<file path="src/rtl/nax_pkg.sv">
package nax_pkg;

    // ==========================================================
    // datapath widths
    localparam int ACC_W = 4;
    localparam int REG_IDX_W = 4;
    localparam int REG_DEPTH = 16;
    localparam int ROM_W = 10;
    localparam int PAGE_W = 2;
    localparam int PAIR_W = 8;
    localparam int PORT_SLOTS = 4;
    localparam int PORT_IDX_W = 3;
    localparam int PORT_BUS_W = PORT_SLOTS * ACC_W;

    // ==========================================================
    // field positions
    localparam int ACC_MSB = 3;
    localparam int ROM_HI_LSB = 4;
    localparam int ROM_LO_LSB = 0;
    localparam int IMM_HI_LSB = 4;
    localparam int IMM_LO_LSB = 0;

    // ==========================================================
    // reset values
    localparam logic [ACC_W-1:0] ACC_RST = 4'h0;
    localparam logic CARRY_RST = 1'b0;
    localparam logic [ACC_W-1:0] REG_RST = 4'h0;
    localparam logic [PORT_BUS_W-1:0] PORT_OUT_RST = 16'h0000;
    localparam logic [ACC_W-1:0] ACC_ZERO = 4'h0;
    localparam logic [ACC_W-1:0] ACC_ONE = 4'h1;

    // ==========================================================
    // port index codes that exist on the device
    localparam logic [PORT_IDX_W-1:0] PORT_IDX_0 = 3'h0;
    localparam logic [PORT_IDX_W-1:0] PORT_IDX_1 = 3'h1;
    localparam logic [PORT_IDX_W-1:0] PORT_IDX_3 = 3'h3;
    localparam logic [PORT_IDX_W-1:0] PORT_IDX_4 = 3'h4;
    localparam logic BANK_LOW = 1'b0;
    localparam logic BANK_HIGH = 1'b1;

    // ==========================================================
    // operations issued by the instruction decoder
    typedef enum logic [4:0] {
        OP_NOP          = 5'h00,
        OP_AND_ROM_HI   = 5'h01,
        OP_AND_ROM_LO   = 5'h02,
        OP_AND_IMM      = 5'h03,
        OP_OR_REG       = 5'h04,
        OP_OR_ROM_HI    = 5'h05,
        OP_OR_ROM_LO    = 5'h06,
        OP_OR_IMM       = 5'h07,
        OP_XOR_REG      = 5'h08,
        OP_XOR_ROM_HI   = 5'h09,
        OP_XOR_ROM_LO   = 5'h0A,
        OP_XOR_IMM      = 5'h0B,
        OP_INC          = 5'h0C,
        OP_ROTATE_LEFT  = 5'h0D,
        OP_ROTATE_RST   = 5'h0E,
        OP_IN_PORT      = 5'h0F,
        OP_OUT_PORT     = 5'h10,
        OP_AND_PORT     = 5'h11,
        OP_OR_PORT      = 5'h12,
        OP_XOR_PORT     = 5'h13,
        OP_OUT_PAIR_IMM = 5'h14,
        OP_LD_REG       = 5'h15,
        OP_LD_ROM_HI    = 5'h16,
        OP_LD_ROM_LO    = 5'h17,
        OP_LD_IMM       = 5'h18,
        OP_ST_REG       = 5'h19,
        OP_LD_PAIR_IMM  = 5'h1A
    } nax_op_t;

endpackage

</file>
<file path="src/rtl/nax_regfile.sv">
`timescale 1ns/1ps
module nax_regfile
    import nax_pkg::*;
#(
    parameter int IDX_W = REG_IDX_W,
    parameter int DEPTH = REG_DEPTH
) (
    // clock and reset
    input wire logic clk,
    input wire logic reset_n,
    // single nibble read
    input wire logic rd_bank,
    input wire logic [IDX_W-1:0] rd_idx,
    output logic [ACC_W-1:0] rd_data,
    // single nibble write
    input wire logic wr_en,
    input wire logic wr_bank,
    input wire logic [IDX_W-1:0] wr_idx,
    input wire logic [ACC_W-1:0] wr_data,
    // pair write, high bank takes the upper nibble
    input wire logic pair_en,
    input wire logic [IDX_W-1:0] pair_idx,
    input wire logic [PAIR_W-1:0] pair_data,
    // next value of pair 0, used for the rom operand address
    output logic [PAIR_W-1:0] pair0_d
);

    // ==========================================================
    // storage: low bank at 0..DEPTH-1, high bank above it
    localparam int ENTRIES = 2 * DEPTH;

    logic [ACC_W-1:0] mem_q [ENTRIES];
    logic [ACC_W-1:0] ent_d [ENTRIES];

    genvar g;
    generate
        for (g = 0; g < ENTRIES; g++) begin : g_ent
            localparam logic BANK = (g >= DEPTH) ? BANK_HIGH : BANK_LOW;
            localparam logic [IDX_W-1:0] IDX = IDX_W'(g % DEPTH);
            wire sel_one = wr_en && (wr_bank == BANK) && (wr_idx == IDX);
            wire sel_pair = pair_en && (pair_idx == IDX);
            wire [ACC_W-1:0] pair_nib = BANK ?
                pair_data[IMM_HI_LSB +: ACC_W] :
                pair_data[IMM_LO_LSB +: ACC_W];
            // one write source per cycle; single write checked first
            assign ent_d[g] = sel_one ? wr_data :
                              sel_pair ? pair_nib : mem_q[g];
            always_ff @(posedge clk or negedge reset_n) begin
                if (!reset_n) begin
                    mem_q[g] <= REG_RST;
                end else begin
                    mem_q[g] <= ent_d[g];
                end
            end
        end
    endgenerate

    // ==========================================================
    // read side
    assign rd_data = mem_q[{rd_bank, rd_idx}];
    // high bank entry 0 is the upper half of the address byte
    assign pair0_d = {ent_d[DEPTH], ent_d[0]};

endmodule

</file>
<file path="src/rtl/nax_alu.sv">
`timescale 1ns/1ps
module nax_alu
    import nax_pkg::*;
(
    // operation and operands
    input wire nax_op_t op,
    input wire logic [ACC_W-1:0] acc,
    input wire logic [ACC_W-1:0] opnd,
    // results
    output logic [ACC_W-1:0] acc_d,
    output logic acc_we,
    output logic carry_d,
    output logic carry_we,
    output logic reset_req
);

    // ==========================================================
    // shared terms
    wire [ACC_W-1:0] and_v = acc & opnd;
    wire [ACC_W-1:0] or_v = acc | opnd;
    wire [ACC_W-1:0] xor_v = acc ^ opnd;
    wire [ACC_W-1:0] inc_v = acc + ACC_ONE;
    wire [ACC_W-1:0] rot_v = {acc[ACC_MSB-1:0], acc[ACC_MSB]};
    wire msb_and = acc[ACC_MSB] & opnd[ACC_MSB];
    wire acc_zero = (acc == ACC_ZERO);

    // ==========================================================
    // per operation result and carry; stores leave both alone
    always_comb begin
        acc_d = acc;
        acc_we = 1'b0;
        carry_d = CARRY_RST;
        carry_we = 1'b0;
        reset_req = 1'b0;
        unique case (op)
            OP_AND_ROM_HI, OP_AND_ROM_LO, OP_AND_IMM, OP_AND_PORT: begin
                acc_d = and_v;
                carry_d = msb_and;
                acc_we = 1'b1;
                carry_we = 1'b1;
            end
            OP_OR_REG, OP_OR_ROM_HI, OP_OR_ROM_LO, OP_OR_IMM,
            OP_OR_PORT: begin
                acc_d = or_v;
                carry_d = 1'b0;
                acc_we = 1'b1;
                carry_we = 1'b1;
            end
            OP_XOR_REG, OP_XOR_ROM_HI, OP_XOR_ROM_LO, OP_XOR_IMM,
            OP_XOR_PORT: begin
                acc_d = xor_v;
                carry_d = msb_and;
                acc_we = 1'b1;
                carry_we = 1'b1;
            end
            OP_INC: begin
                acc_d = inc_v;
                carry_d = (inc_v == ACC_ZERO);
                acc_we = 1'b1;
                carry_we = 1'b1;
            end
            OP_ROTATE_LEFT: begin
                acc_d = rot_v;
                carry_d = acc[ACC_MSB];
                acc_we = 1'b1;
                carry_we = 1'b1;
            end
            OP_ROTATE_RST: begin
                // a zero accumulator resets the chip instead of rotating
                reset_req = acc_zero;
                acc_d = rot_v;
                carry_d = acc[ACC_MSB];
                acc_we = !acc_zero;
                carry_we = !acc_zero;
            end
            OP_IN_PORT, OP_LD_REG, OP_LD_ROM_HI, OP_LD_ROM_LO,
            OP_LD_IMM: begin
                acc_d = opnd;
                carry_d = 1'b0;
                acc_we = 1'b1;
                carry_we = 1'b1;
            end
            OP_NOP, OP_OUT_PORT, OP_OUT_PAIR_IMM, OP_ST_REG,
            OP_LD_PAIR_IMM: begin
                acc_d = acc;
            end
            default: begin
                acc_d = acc;
            end
        endcase
    end

endmodule

</file>
<file path="src/rtl/nax_exec.sv">
`timescale 1ns/1ps
// Notes on behaviour
// - and with rom nibble; carry is acc bit 3 and word bit 7 or 3
// - and with immediate nibble; carry is acc bit 3 and immediate bit 3
// - or with low or high bank register; carry cleared
// - or with rom upper or lower nibble; carry cleared
// - xor with bank register; carry is acc bit 3 and register bit 3
// - xor with rom nibble; carry is acc bit 3 and word bit 7 or 3
// - xor with immediate nibble; carry is acc bit 3 and immediate bit 3
// - increment modulo 16; carry set only when result is zero
// - rotate left, old bit 3 to bit 0 and to carry
// - rotate or reset: zero accumulator raises internal reset, else rotate
// - read port nibble into accumulator; carry cleared
// - write accumulator into selected port output latch
// - and with port nibble; carry is acc bit 3 and port bit 3
// - or with port nibble; carry cleared
// - xor with port nibble; carry is acc bit 3 and port bit 3
// - write immediate byte to high and low port of one index together
// - load bank register into accumulator; carry cleared
// - load rom bits 7-4 into accumulator, ignore bit 9; carry cleared
// - load rom bits 3-0 into accumulator, ignore bit 8; carry cleared
// - load immediate nibble into accumulator; carry cleared
// - store accumulator into bank register; carry kept
// - immediate byte into register pair, high bank gets upper nibble
// - rom address upper two bits from page, rest from pair 0
// - rom words are 10 bits; nibbles come from the low 8 bits
module nax_exec
    import nax_pkg::*;
#(
    parameter int IDX_W = REG_IDX_W
) (
    // clock and reset
    input wire logic clk,
    input wire logic reset_n,
    // operation issue from the decoder
    input wire logic op_valid,
    input wire nax_op_t op_code,
    input wire logic op_bank,
    input wire logic [IDX_W-1:0] op_reg_idx,
    input wire logic [PORT_IDX_W-1:0] op_port_idx,
    input wire logic [PAIR_W-1:0] imm_byte,
    // rom page from the page control register
    input wire logic [PAGE_W-1:0] rom_page_reg,
    // program memory operand fetch
    output logic [ROM_W-1:0] rom_addr_q,
    input wire logic [ROM_W-1:0] rom_data,
    // port pins, slot order 0,1,3,4 from the low bits up
    input wire logic [PORT_BUS_W-1:0] port_in_low,
    input wire logic [PORT_BUS_W-1:0] port_in_high,
    output logic [PORT_BUS_W-1:0] port_out_low_q,
    output logic [PORT_BUS_W-1:0] port_out_high_q,
    // state and events
    output logic [ACC_W-1:0] acc_q,
    output logic carry_flag_q,
    output logic internal_reset_q,
    output logic op_done_q,
    output logic bad_port_q
);

    // ==========================================================
    // port index to latch slot; bit 2 of the answer is "exists"
    function automatic logic [2:0] port_slot(
        input logic [PORT_IDX_W-1:0] idx
    );
        logic [2:0] r;
        r = 3'h0;
        unique case (idx)
            PORT_IDX_0: r = 3'h4;
            PORT_IDX_1: r = 3'h5;
            PORT_IDX_3: r = 3'h6;
            PORT_IDX_4: r = 3'h7;
            default: r = 3'h0;
        endcase
        return r;
    endfunction

    // ==========================================================
    // port pin synchronisers; only the second stage is read
    logic [PORT_BUS_W-1:0] pin_low_meta_q;
    logic [PORT_BUS_W-1:0] pin_high_meta_q;
    logic [PORT_BUS_W-1:0] pin_low_q;
    logic [PORT_BUS_W-1:0] pin_high_q;

    always_ff @(posedge clk or negedge reset_n) begin
        if (!reset_n) begin
            pin_low_meta_q <= PORT_OUT_RST;
            pin_high_meta_q <= PORT_OUT_RST;
            pin_low_q <= PORT_OUT_RST;
            pin_high_q <= PORT_OUT_RST;
        end else begin
            pin_low_meta_q <= port_in_low;
            pin_high_meta_q <= port_in_high;
            pin_low_q <= pin_low_meta_q;
            pin_high_q <= pin_high_meta_q;
        end
    end

    // ==========================================================
    // operation class decode
    wire op_go = op_valid;
    wire [2:0] slot_info = port_slot(op_port_idx);
    wire port_ok = slot_info[2];
    wire [1:0] slot = slot_info[1:0];
    wire uses_port = op_code inside {OP_IN_PORT, OP_OUT_PORT,
        OP_AND_PORT, OP_OR_PORT, OP_XOR_PORT, OP_OUT_PAIR_IMM};
    wire uses_rom_hi = op_code inside {OP_AND_ROM_HI, OP_OR_ROM_HI,
        OP_XOR_ROM_HI, OP_LD_ROM_HI};
    wire uses_rom_lo = op_code inside {OP_AND_ROM_LO, OP_OR_ROM_LO,
        OP_XOR_ROM_LO, OP_LD_ROM_LO};
    wire uses_imm = op_code inside {OP_AND_IMM, OP_OR_IMM,
        OP_XOR_IMM, OP_LD_IMM};
    // a missing port index drops the whole operation
    wire op_bad = op_go && uses_port && !port_ok;
    wire op_ok = op_go && !op_bad;

    // ==========================================================
    // operand selection
    logic [ACC_W-1:0] reg_rd;
    wire [ACC_W-1:0] rom_hi = rom_data[ROM_HI_LSB +: ACC_W];
    wire [ACC_W-1:0] rom_lo = rom_data[ROM_LO_LSB +: ACC_W];
    wire [ACC_W-1:0] imm_nibble = imm_byte[IMM_LO_LSB +: ACC_W];
    wire [3:0] slot_lsb = {slot, 2'b00};
    wire [ACC_W-1:0] pin_nib = (op_bank == BANK_HIGH) ?
        pin_high_q[slot_lsb +: ACC_W] : pin_low_q[slot_lsb +: ACC_W];
    // rom nibbles never look at bits 9 and 8
    wire [ACC_W-1:0] opnd = uses_rom_hi ? rom_hi :
                            uses_rom_lo ? rom_lo :
                            uses_imm ? imm_nibble :
                            uses_port ? pin_nib :
                            reg_rd;

    // ==========================================================
    // arithmetic and logic
    logic [ACC_W-1:0] alu_acc;
    logic alu_acc_we;
    logic alu_carry;
    logic alu_carry_we;
    logic alu_reset;

    nax_alu u_alu (
        .op(op_code),
        .acc(acc_q),
        .opnd(opnd),
        .acc_d(alu_acc),
        .acc_we(alu_acc_we),
        .carry_d(alu_carry),
        .carry_we(alu_carry_we),
        .reset_req(alu_reset)
    );

    // ==========================================================
    // register file writes
    wire reg_wr = op_ok && (op_code == OP_ST_REG);
    wire pair_wr = op_ok && (op_code == OP_LD_PAIR_IMM);
    logic [PAIR_W-1:0] pair0_d;

    nax_regfile #(
        .IDX_W(IDX_W),
        .DEPTH(REG_DEPTH)
    ) u_regs (
        .clk(clk),
        .reset_n(reset_n),
        .rd_bank(op_bank),
        .rd_idx(op_reg_idx),
        .rd_data(reg_rd),
        .wr_en(reg_wr),
        .wr_bank(op_bank),
        .wr_idx(op_reg_idx),
        .wr_data(acc_q),
        .pair_en(pair_wr),
        .pair_idx(op_reg_idx),
        .pair_data(imm_byte),
        .pair0_d(pair0_d)
    );

    // ==========================================================
    // rom operand address; registered so a pair 0 write is seen
    // by the very next operation
    always_ff @(posedge clk or negedge reset_n) begin
        if (!reset_n) begin
            rom_addr_q <= '0;
        end else begin
            rom_addr_q <= {rom_page_reg, pair0_d};
        end
    end

    // ==========================================================
    // accumulator and carry
    wire acc_load = op_ok && alu_acc_we;
    wire carry_load = op_ok && alu_carry_we;

    always_ff @(posedge clk or negedge reset_n) begin
        if (!reset_n) begin
            acc_q <= ACC_RST;
            carry_flag_q <= CARRY_RST;
        end else begin
            if (acc_load) begin
                acc_q <= alu_acc;
            end
            if (carry_load) begin
                carry_flag_q <= alu_carry;
            end
        end
    end

    // ==========================================================
    // port output latches; pair write drives both banks at once
    wire out_one = op_ok && (op_code == OP_OUT_PORT);
    wire out_pair = op_ok && (op_code == OP_OUT_PAIR_IMM);
    wire [ACC_W-1:0] pair_hi_nib = imm_byte[IMM_HI_LSB +: ACC_W];
    wire [ACC_W-1:0] pair_lo_nib = imm_byte[IMM_LO_LSB +: ACC_W];

    genvar s;
    generate
        for (s = 0; s < PORT_SLOTS; s++) begin : g_port
            wire hit = (slot == 2'(s));
            wire lo_one = out_one && hit && (op_bank == BANK_LOW);
            wire hi_one = out_one && hit && (op_bank == BANK_HIGH);
            wire both = out_pair && hit;
            always_ff @(posedge clk or negedge reset_n) begin
                if (!reset_n) begin
                    port_out_low_q[s*ACC_W +: ACC_W] <= ACC_ZERO;
                    port_out_high_q[s*ACC_W +: ACC_W] <= ACC_ZERO;
                end else begin
                    if (lo_one) begin
                        port_out_low_q[s*ACC_W +: ACC_W] <= acc_q;
                    end else if (both) begin
                        port_out_low_q[s*ACC_W +: ACC_W] <= pair_lo_nib;
                    end
                    if (hi_one) begin
                        port_out_high_q[s*ACC_W +: ACC_W] <= acc_q;
                    end else if (both) begin
                        port_out_high_q[s*ACC_W +: ACC_W] <= pair_hi_nib;
                    end
                end
            end
        end
    endgenerate

    // ==========================================================
    // event pulses; the reset request is held for one cycle only,
    // the chip reset generator is expected to stretch it
    always_ff @(posedge clk or negedge reset_n) begin
        if (!reset_n) begin
            internal_reset_q <= 1'b0;
            op_done_q <= 1'b0;
            bad_port_q <= 1'b0;
        end else begin
            internal_reset_q <= op_ok && alu_reset;
            op_done_q <= op_ok;
            bad_port_q <= op_bad;
        end
    end

endmodule

</file>
<file path="config.mk">
export PLATFORM = sky130hd
export DESIGN_NAME = nax_exec
export DESIGN_NICKNAME = d
export VERILOG_FILES = /design/src/rtl/nax_pkg.sv /design/src/rtl/nax_regfile.sv /design/src/rtl/nax_alu.sv /design/src/rtl/nax_exec.sv
export SDC_FILE = /design/constraint.sdc
export NUM_CORES = 1
export LEC_CHECK = 0
export BUFFER_PORTS_ARGS = -buffer_cell sky130_fd_sc_hd__clkbuf_2
export CAP_MARGIN = 20
export CORE_MARGIN = 2
export CORE_UTILIZATION = 50
export DETAILED_ROUTE_END_ITERATION = 6
export PLACE_DENSITY = 0.69
export RECOVER_POWER = 100
export SYNTH_ARGS = -nofsm -noshare
export SYNTH_HDL_FRONTEND = slang
export SYNTH_SLANG_ARGS = --single-unit
</file>
<file path="constraint.sdc">
create_clock -name clk -period 6.75 [get_ports clk]
set_clock_uncertainty 0.15 [all_clocks]
set_input_delay 0.675 -clock clk [delete_from_list [all_inputs] [get_ports clk]]
set_output_delay 0.675 -clock clk [all_outputs]
set_load 0.005 [all_outputs]
</file>
# Yosys cells after proc, flatten, opt, wreduce, memory -nomap -nowiden
# Cells that the tools add are included.
# totals
input_bits,68
ff_bits,242
wordCells,334
# classes
addsub,1
n_bitwise,6
shift,2
n_reduce_logical,134
eq_ne,47
n_mux,93
order_cmp,1
# ops
cell,n
$mux 4,87
$reduce_bool 2->1,38
$logic_and 1x1->1,75
$eq 5x5->1 const B,11
$eq 5x4->1 const B,8
$eq 4x4->1 const B,8
$shiftx 16x5->4,2
$pmux 4 s6,1
$reduce_or 21->1,1
$bmux 4 s5,1
$eq 5x3->1 const B,4
$eq 4x3->1 const B,4
$reduce_or 5->1,3
$logic_not 4->1,3
$pmux 3 s4,1
$reduce_bool 4->1,3
$reduce_bool 6->1,2
$eq 5x2->1 const B,2
$reduce_or 9->1,1
$eq 4x2->1 const B,2
$ge 6x6->1 const B,1
$not 5->6,1
$eq 5x1->1 const B,1
$add 4x1->4 const B,1
other kinds (20),23

# Depth between registers and ports, before layout
# Gate-level depths: netlist of the first run.
# logic_depth
ltp_word,10
mapped_depth,15
depth_no_buf,13

# Cells and area by module
# From an unflattened synthesis of the first run, not the netlist that was laid out.
# hier_totals
cells_unflattened,1340
hier_area_um2,12981.2
# modules_own_cells
mod,area_per_inst_um2,cells_per_inst,n_inst,seq_area_each_um2
nax_regfile,7856.3,887,1,3203.1
nax_exec,4379.2,341,1,2852.7
nax_alu,745.7,112,1,0.0

# Worst setup path after synthesis of the first run
# No wires, ideal clock.
# synth_timing
path_kind,in2reg
from,input port op_reg_idx[0]
to,register acc_q[3]
slack_ns,3.213
t_arrival_ns,3.241
cell_stages,12
path_cell_list,buf_2 -> mux4_2 -> mux4_2 -> mux2i_1 -> a211oi_1 -> or2_2 -> inv_1 -> ha_1 -> inv_1 -> o32ai_1 -> a2111oi_0 -> a41oi_1
# synth_via
elab_chain_len,10
word_cells_on_any_way,12
cone_classes,8 x mux; 4 x bitwise
# synth_lines
item,line,text
from (decl),nax_exec.sv:39,"input wire logic [IDX_W-1:0] op_reg_idx,"
$not 5->6 (not written as such) *,nax_regfile.sv:60,"assign rd_data = mem_q[{rd_bank, rd_idx}];"
$bmux 4 s5 *,nax_regfile.sv:60,
$mux 4 (not written as such) * (2 in a row),nax_regfile.sv:60,
$mux 4 *,nax_exec.sv:129,uses_port ? pin_nib :
$mux 4 *,nax_exec.sv:128,uses_imm ? imm_nibble :
$mux 4 *,nax_exec.sv:127,uses_rom_lo ? rom_lo :
$mux 4 *,nax_exec.sv:126,wire [ACC_W-1:0] opnd = uses_rom_hi ? rom_hi :
"$xor 4x4->4, or another cell as far along",nax_alu.sv:21,wire [ACC_W-1:0] xor_v = acc ^ opnd;
$pmux 4 s6 *,nax_alu.sv:35,unique case (op)
to (signal assigned),nax_exec.sv:198,acc_q <= alu_acc;
to (decl),nax_exec.sv:53,"output logic [ACC_W-1:0] acc_q,"
# Mark *: on every way between the ends. The rest lies on a longest branch, timed or not. The select of a mux whose other input is x is not followed.
# A chain may end at the register's enable or synchronous reset.

# Worst setup path in the final report of the first run
# layout_timing
from,register acc_q[2]
to,register acc_q[2]
# layout_via
elab_chain_len,5
word_cells_on_any_way,10
cone_classes,1 x add/sub; 2 x mux; 3 x bitwise; 4 x reduce/logical
# layout_lines
item
"parallel branches: the longest is 5 deep, another holds $add 4x1->4"
# Parallel ways; which one is timed is not known.

==> impl_metrics.yaml, run 1 <==
outcome:
  status: "finished with violations"
  violations_in_the_final_reports: "max-capacitance violations, max-slew violations"
floorplanning:
  floorplan.io_pins: 118
  floorplan_die_width_um: 159
  fp-row-count: 56
  die_h_um: 159
  effective_utilization_at_floorplan_pct: 51.1
  floorplan.die_area_mm2: 0.0253
  placeableCoreArea_mm2: 0.0235
clock_tree:
  numCtsBuffers: 25
  cts.path.max_buffers: 3
  cts-root-buf: "clkbuf_16"
  post_cts.resized_instances: 0
  holdBufCountCts: 0
  ctsHtreeMaxLevel: 1
  clkSlewWorstSetupHoldPaths_ps: 60
  cts.repair_timing.setup_buffer_count: 0
  tritoncts: "built"
  numClockSinks: 234
  clk-insertion-delay-late_ps: 530
placement:
  dp.cells: 1493
  io_buffer_count: 115
  placedInstanceArea_mm2: 0.0127
  hpwlAfterDp_um: 23000
  gp_routability_congestion: 0.913
synthesis:
  synth.largest_area_cell: "dfrtp_1"
  yosys.area.top_type_share_pct: 48.7
  synth_seq_area_share_pct: 48.7
  synth_flop_cell: "dfrtp_1"
  post_synth.cell_area_avg_um2: 10.5
  synth_cell_type_count: 72
  async_set_or_reset_register_ratio_after_synthesis_pct: 100
  synth_edf_count: 0
  ys_ff_latch: 234
  synthCells: 1141
  synth_nets: 1219
  synthesis.yosys.warnings: 0
  syn_area_mm2: 0.0120
  synthTopCellsByArea: "dfrtp_1 (49%), a221o_1 (9.1%), mux4_2 (4.7%)"
setup_path:
  timing_worst_setup_path_type: "reg -> reg"
  critical_path_required_ps: 7020
  start_kind: "flop"
  worst_setup_path_endpoint: "acc_q[2]"
  critical_path_peak_fanout: 33
  ff2ff_path_depth: 8
  regToRegSetupSlack_ps: 1400
  worst_setup_path_end_kind: "flop"
  worstSetupStartpoint: "acc_q[2]"
  worstPathArrival_ps: 5610
  regToRegEndpoint: "acc_q[2]"
  worst_r2r_start: "acc_q[2]"
global_routing:
  grt_first_pass_wirelength_um: 56700
  grt_usage_pct: 28.4
  globalRoute.totalOverflow: 0
  grt_antenna_before_repair: 0
  pin_count_of_the_biggest_net_entering_global_routing: 152
  number_of_global_route_vias_before_repair: 9770
timing:
  timing.slew.headroom_pct: -207
  hold_viol_final: 0
  tightestPinTransition_ps: 4610
  final_max_slew_viol_count: 227
  timing.final.crit_period_ps: 5350
  finalSetupViolations: 0
  setup_repair_after_global_routing_missed_its_margin: "false"
  clock.fmax_mhz: 187
  final.setup.tns_ps: 0
  fin_crit_sh_pct: 79.2
final_layout:
  fill_cells: 2040
  syn2layout_area_growth_pct: 11.7
  multiInputGateArea_mm2: 0.00564
  drive_above_1_share_pct: 15.9
  fin_area_mm2: 0.0134
  insertedDiodeCount: 0
  register_area_mm2: 0.00586
  final-instance-count-excl-fill: 1537
  nets: 1279
drt:
  drt-met1-wl_um: 15400
  wl_per_cell_um: 23.8
  detail_route.vias_per_cell: 6.61
  drt_first_pass_iters: 5
  routed-wl-met3_um: 3690
  num_vias: 10165
  top_signal_layer_used: "met4"
  final_antenna_net_count: 0
  wirelength_um: 36500
  drc_errors: 0
  met2WireLength_um: 16200
  drt_first_iter_violations: 1149
power_and_ir_drop:
  power_per_cell_area_mw_per_mm2: 263
  static-leakage-power_nw: 6.02
  totalPowerFinal_mw: 3.53
  vdd_ir_drop_max_mv: 0.187
flow_run:
  cap_viol_max_count: 6
worst_hold_path:
  holdCritPathClass: "in -> reg"
-- final cells by class --
class	count	share of cell area (%)
sequential	234	43.6
multi-input combinational	797	42.0
clock buffer	33	5.03
timing repair buffer	127	4.64
tap	319	2.97
clock inverter	11	1.37
inverter	16	0.447
-- kinds of logic (layout without fill, tap and decap cells) --
| logic type | after synthesis | count (layout) | synth area share [%] |
|---|---|---|---|
| AND/OR/NAND/NOR | 459 | 459 | 19.4 |
| AO/OA/AOI/OAI | 254 | 254 | 17.7 |
| adder cells (fa/ha/maj) | 10 | 10 | 1.04 |
| XOR/XNOR | 2 | 2 | 0.146 |
| buffers and inverters | 110 | 187 | 4.35 |
| multiplexers | 72 | 72 | 8.63 |
| flip-flops | 234 | 234 | 48.7 |
-- per-stage QoR --
step                worst slack, ps  utilization [%]  hold slack (ps)
floorplan                      3210                -              181
global placement               2110             53.9              183
detailed placement             2030             53.9              185
CTS                            2570             57.6             10.6
global route                   1270             57.1             94.7
finish                         1400             57.1              103
-- worst max-delay path, cell delays in order (launching register included) --
cell and delay [ps]:
dfrtp_1 320, clkbuf_1 1520, clkinv_1 1490, nand3_1 380
nand2b_1 80, a21oi_1 680, o211ai_1 250, o22a_1 250
o21a_1 100
-- synth_stat cells, drive strengths merged (3+ instances only) --
cell     count
a2111oi      4
a211oi       4
a21oi       15
a221o      109
a221oi       4
a22o         3
a22oi       48
a31oi        6
and2         4
and3        28
buf         41
clkbuf      53
dfrtp      234
ha          10
inv         14
mux2         4
mux2i       43
mux4        25
nand2      115
nand2b       8
nand3       49
nand3b       5
nand4        6
nor2       124
nor2b       19
nor3        83
nor4         3
o2111ai      4
o211ai       5
o21ai       19
o22ai        9
o2bb2ai      3
or2          3
-- flip-flops by register name, summed over array words and instances, names as in the netlist --
| name | cells |
|---|---|
| pin_high_meta_q | 16 |
| u_regs.mem_q | 126 |
| bad_port_q | 1 |
| carry_flag_q | 1 |
| port_out_low_q | 16 |
| port_out_high_q | 16 |
| pin_high_q | 16 |
| acc_q | 4 |
| pin_low_q | 16 |
| pin_low_meta_q | 16 |
| op_done_q | 1 |
| rom_addr_q | 4 |
| internal_reset_q | 1 |
-- power by group --
group | internal, mW | switching [mW]
clock network | 0.893 | 0.571
registers | 1.48 | 0.0430
logic | 0.162 | 0.384
total | 2.54 | 0.997
-- worst min-delay path by stage --
stage	depth (start not counted)	slack, ps	startpoint	endpoint
after floorplan	0	180	pin_high_meta_q[0]	pin_high_q[0]
after CTS	1	10	reset_n	carry_flag_q
final	1	100	port_in_high[10]	pin_high_meta_q[10]
after detailed placement	0	180	pin_high_meta_q[14]	pin_high_q[14]
after global routing	1	90	port_in_low[10]	pin_low_meta_q[10]
after global placement	0	180	pin_low_meta_q[0]	pin_low_q[0]
-- cell usage in the layout (no fill, tap or decap), types with 7 or more instances in the layout --
master,instances
clkbuf_16,25
nand2_1,115
nor3_1,80
o21ai_0,19
nor2_2,10
o22ai_1,9
dfrtp_1,234
clkbuf_2,83
inv_1,12
nor2_4,9
clkbuf_1,41
a22oi_1,48
nor2_1,101
buf_4,7
ha_1,10
mux2i_1,43
a221o_1,109
nand2b_1,8
mux4_2,25
a21oi_1,15
nand3_1,49
nor2b_1,19
and3_1,28
-- per-layer routing --
layer	GRT usage (%)	up-vias
met4	10.4	0
met1	41.1	5041
met2	43.0	591
li1	-	4432
met5	0	-
met3	5.44	101
(Power assumes the default switching activity.)
==> inputs of run 2 (changes only) <==
--- a/config.mk
+++ b/config.mk
@@ -10,7 +10,7 @@
 export CORE_MARGIN = 2
 export CORE_UTILIZATION = 50
 export DETAILED_ROUTE_END_ITERATION = 6
-export PLACE_DENSITY = 0.69
+export PLACE_DENSITY = 0.72
 export RECOVER_POWER = 100
 export SYNTH_ARGS = -nofsm -noshare
 export SYNTH_HDL_FRONTEND = slang
==> constraint.sdc (replaced) <==
create_clock -name clk -period 4.63 [get_ports clk]
set_clock_uncertainty 0.15 [all_clocks]
set_input_delay 0.463 -clock clk [delete_from_list [all_inputs] [get_ports clk]]
set_output_delay 0.463 -clock clk [all_outputs]
set_load 0.005 [all_outputs]
==> run 2 against run 1 <==
Net effect: the flow still finishes with violations (max-capacitance violations, max-slew violations); register-to-register slack got worse by 260 ps; clock power rose by 45%; global-route usage rose by 0.89 points; critical path type is now in -> reg; critical endpoint is now acc_q[3]; count of clock-buffer cells in the layout rose by 3; hold slack improved by 55 ps; final cell count rose by 3.4%.
==> impl_metrics.yaml, run 2 (synthesis gave the netlist of run 1 again) <==
outcome:
  status: "finished with violations"
  violations_in_the_final_reports: "max-capacitance violations, max-slew violations"
timing:
  fin_crit_sh_pct: 81.5
  timing.final.crit_period_ps: 3770
  clock.fmax_mhz: 265
  timing.slew.headroom_pct: -91.6
  tightestPinTransition_ps: 2870
  hold_viol_final: 0
  finalSetupViolations: 0
  setup_repair_after_global_routing_missed_its_margin: "false"
  final_max_slew_viol_count: 200
  final.setup.tns_ps: 0
drt:
  drt_first_pass_iters: 5
  drt_first_iter_violations: 1323
  detail_route.vias_per_cell: 6.54
  final_antenna_net_count: 0
  num_vias: 10394
  wl_per_cell_um: 23.5
  wirelength_um: 37400
  drc_errors: 0
global_routing:
  globalRoute.totalOverflow: 0
  pin_count_of_the_biggest_net_entering_global_routing: 113
  grt_antenna_before_repair: 0
  grt_usage_pct: 29.3
  grt_first_pass_wirelength_um: 58600
  number_of_global_route_vias_before_repair: 10304
worst_hold_path:
  hold_start: "op_valid"
  worst_hold_path.num_cells: 2
  timing.hold.worst_endpoint: "bad_port_q"
  holdCritPathClass: "in -> reg"
placement:
  hpwlAfterDp_um: 23600
  io_buffer_count: 115
  gp_routability_congestion: 0.924
flow_run:
  cap_viol_max_count: 4
power_and_ir_drop:
  power_per_cell_area_mw_per_mm2: 374
  totalPowerFinal_mw: 5.16
  vdd_ir_drop_max_mv: 0.371
  static-leakage-power_nw: 6.13
setup_path:
  critical_path_peak_fanout: 26
  timing_worst_setup_path_type: "in -> reg"
  regToRegEndpoint: "acc_q[3]"
  ff2ff_path_depth: 11
  worstPathArrival_ps: 3990
  regToRegSetupSlack_ps: 1140
  critical_path_required_ps: 4840
  worst_setup_path_end_kind: "flop"
  start_kind: "primary input"
  worst_r2r_start: "u_regs.mem_q[99]"
floorplanning:
  effective_utilization_at_floorplan_pct: 51.1
  die_h_um: 159
  floorplan.die_area_mm2: 0.0253
  fp-row-count: 56
  floorplan_die_width_um: 159
  placeableCoreArea_mm2: 0.0235
  floorplan.io_pins: 118
final_layout:
  mostFrequentLayoutCell: "dfrtp_1"
  drive_above_1_share_pct: 15.7
  largest_register_ff_count: 126
  syn2layout_area_growth_pct: 14.5
  insertedDiodeCount: 0
  nets: 1328
  most-common-layout-cells: "dfrtp_1 (234), nor2_1 (116), nand2_1 (115)"
  registers.top_by_ff_count: "u_regs.mem_q"
clock_tree:
  cts.path.max_buffers: 3
  clk-insertion-delay-late_ps: 540
  numClockSinks: 234
  clkSlewWorstSetupHoldPaths_ps: 70
  numCtsBuffers: 26
  ctsHtreeMaxLevel: 1
  cts.repair_timing.setup_buffer_count: 0
  tritoncts: "built"
  cts-root-buf: "clkbuf_16"
run 2: cell types whose count changed in the layout (fill, tap and decap cells not counted), sizes merged:
cell | previous run | this run
inv | 14 | 18
clkinvlp | 0 | 2
buf | 9 | 22
dlygate4sd3 | 0 | 35
clkinv | 8 | 7
clkbuf | 151 | 154
bufinv | 5 | 1
run 2: area by class of cell:
cell class,count,area (um^2)
Clock buffer,36,769
Clock inverter,12,109
Fill cell,2034,9760
Inverter,16,60.1
Multi-Input combinational cell,797,5510
Sequential cell,234,5860
Tap cell,319,399
Timing Repair Buffer,175,1080
run 2: per-stage QoR:
step / hold slack (ps) / instances / instance area [um^2] / setup slack (ps) / utilization (%)
6_report: 158 / 1589 / 13800 / 859 / 58.6
5_1_grt: 155 / 1589 / 13800 / 566 / 58.6
3_3_place_gp: 183 / 1506 / 12800 / 568 / 54.4
4_1_cts: 147 / 1589 / 14000 / 1150 / 59.6
2_1_floorplan: 17.4 / 1141 / 12000 / 1300 / -
3_5_place_dp: 185 / 1506 / 12800 / 593 / 54.4
run 2: worst max-delay path, stage by stage:
cell and delay (ps):
clkbuf_1 770, and3b_4 340, a32oi_1 220, clkbuf_1 340, nor4_1 490, a211oi_1 110
or2_2 310, inv_1 70, ha_1 220, inv_1 50, o32ai_1 80, a2111oi_0 360
a41oi_1 160
run 2: how the worst max path moves through the flow:
| stage | startpoint | endpoint | slack, ps | cells after the start |
|---|---|---|---|---|
| after global placement | op_reg_idx[0] | acc_q[3] | 570 | 12 |
| final | op_code[0] | acc_q[3] | 860 | 13 |
| after global routing | op_code[0] | acc_q[3] | 570 | 13 |
| after CTS | op_reg_idx[0] | acc_q[3] | 1150 | 12 |
| after detailed placement | op_reg_idx[0] | acc_q[3] | 590 | 12 |
| after floorplan | op_reg_idx[0] | acc_q[3] | 1300 | 12 |
run 2: power breakdown:
group          internal (mW)  switching, mW  leakage [nW]
Sequential              2.16         0.0673          3.08
Clock                   1.23          0.883         0.432
Combinational          0.263          0.555          2.62
Total                   3.65           1.50          6.13
run 2: metal layers:
metal	vias to the layer above	global-route usage, %	routed length (um)
met5	-	0	0
li1	4535	-	-
met4	0	11.7	1440
met1	5082	40.9	14900
met2	674	45.3	17000
met3	103	5.81	4100
run 2: repair_timing:
action,4_1_cts,5_1_grt
resized for setup,0,0
hold buffers,35,0
hold endpoints to repair,144,0
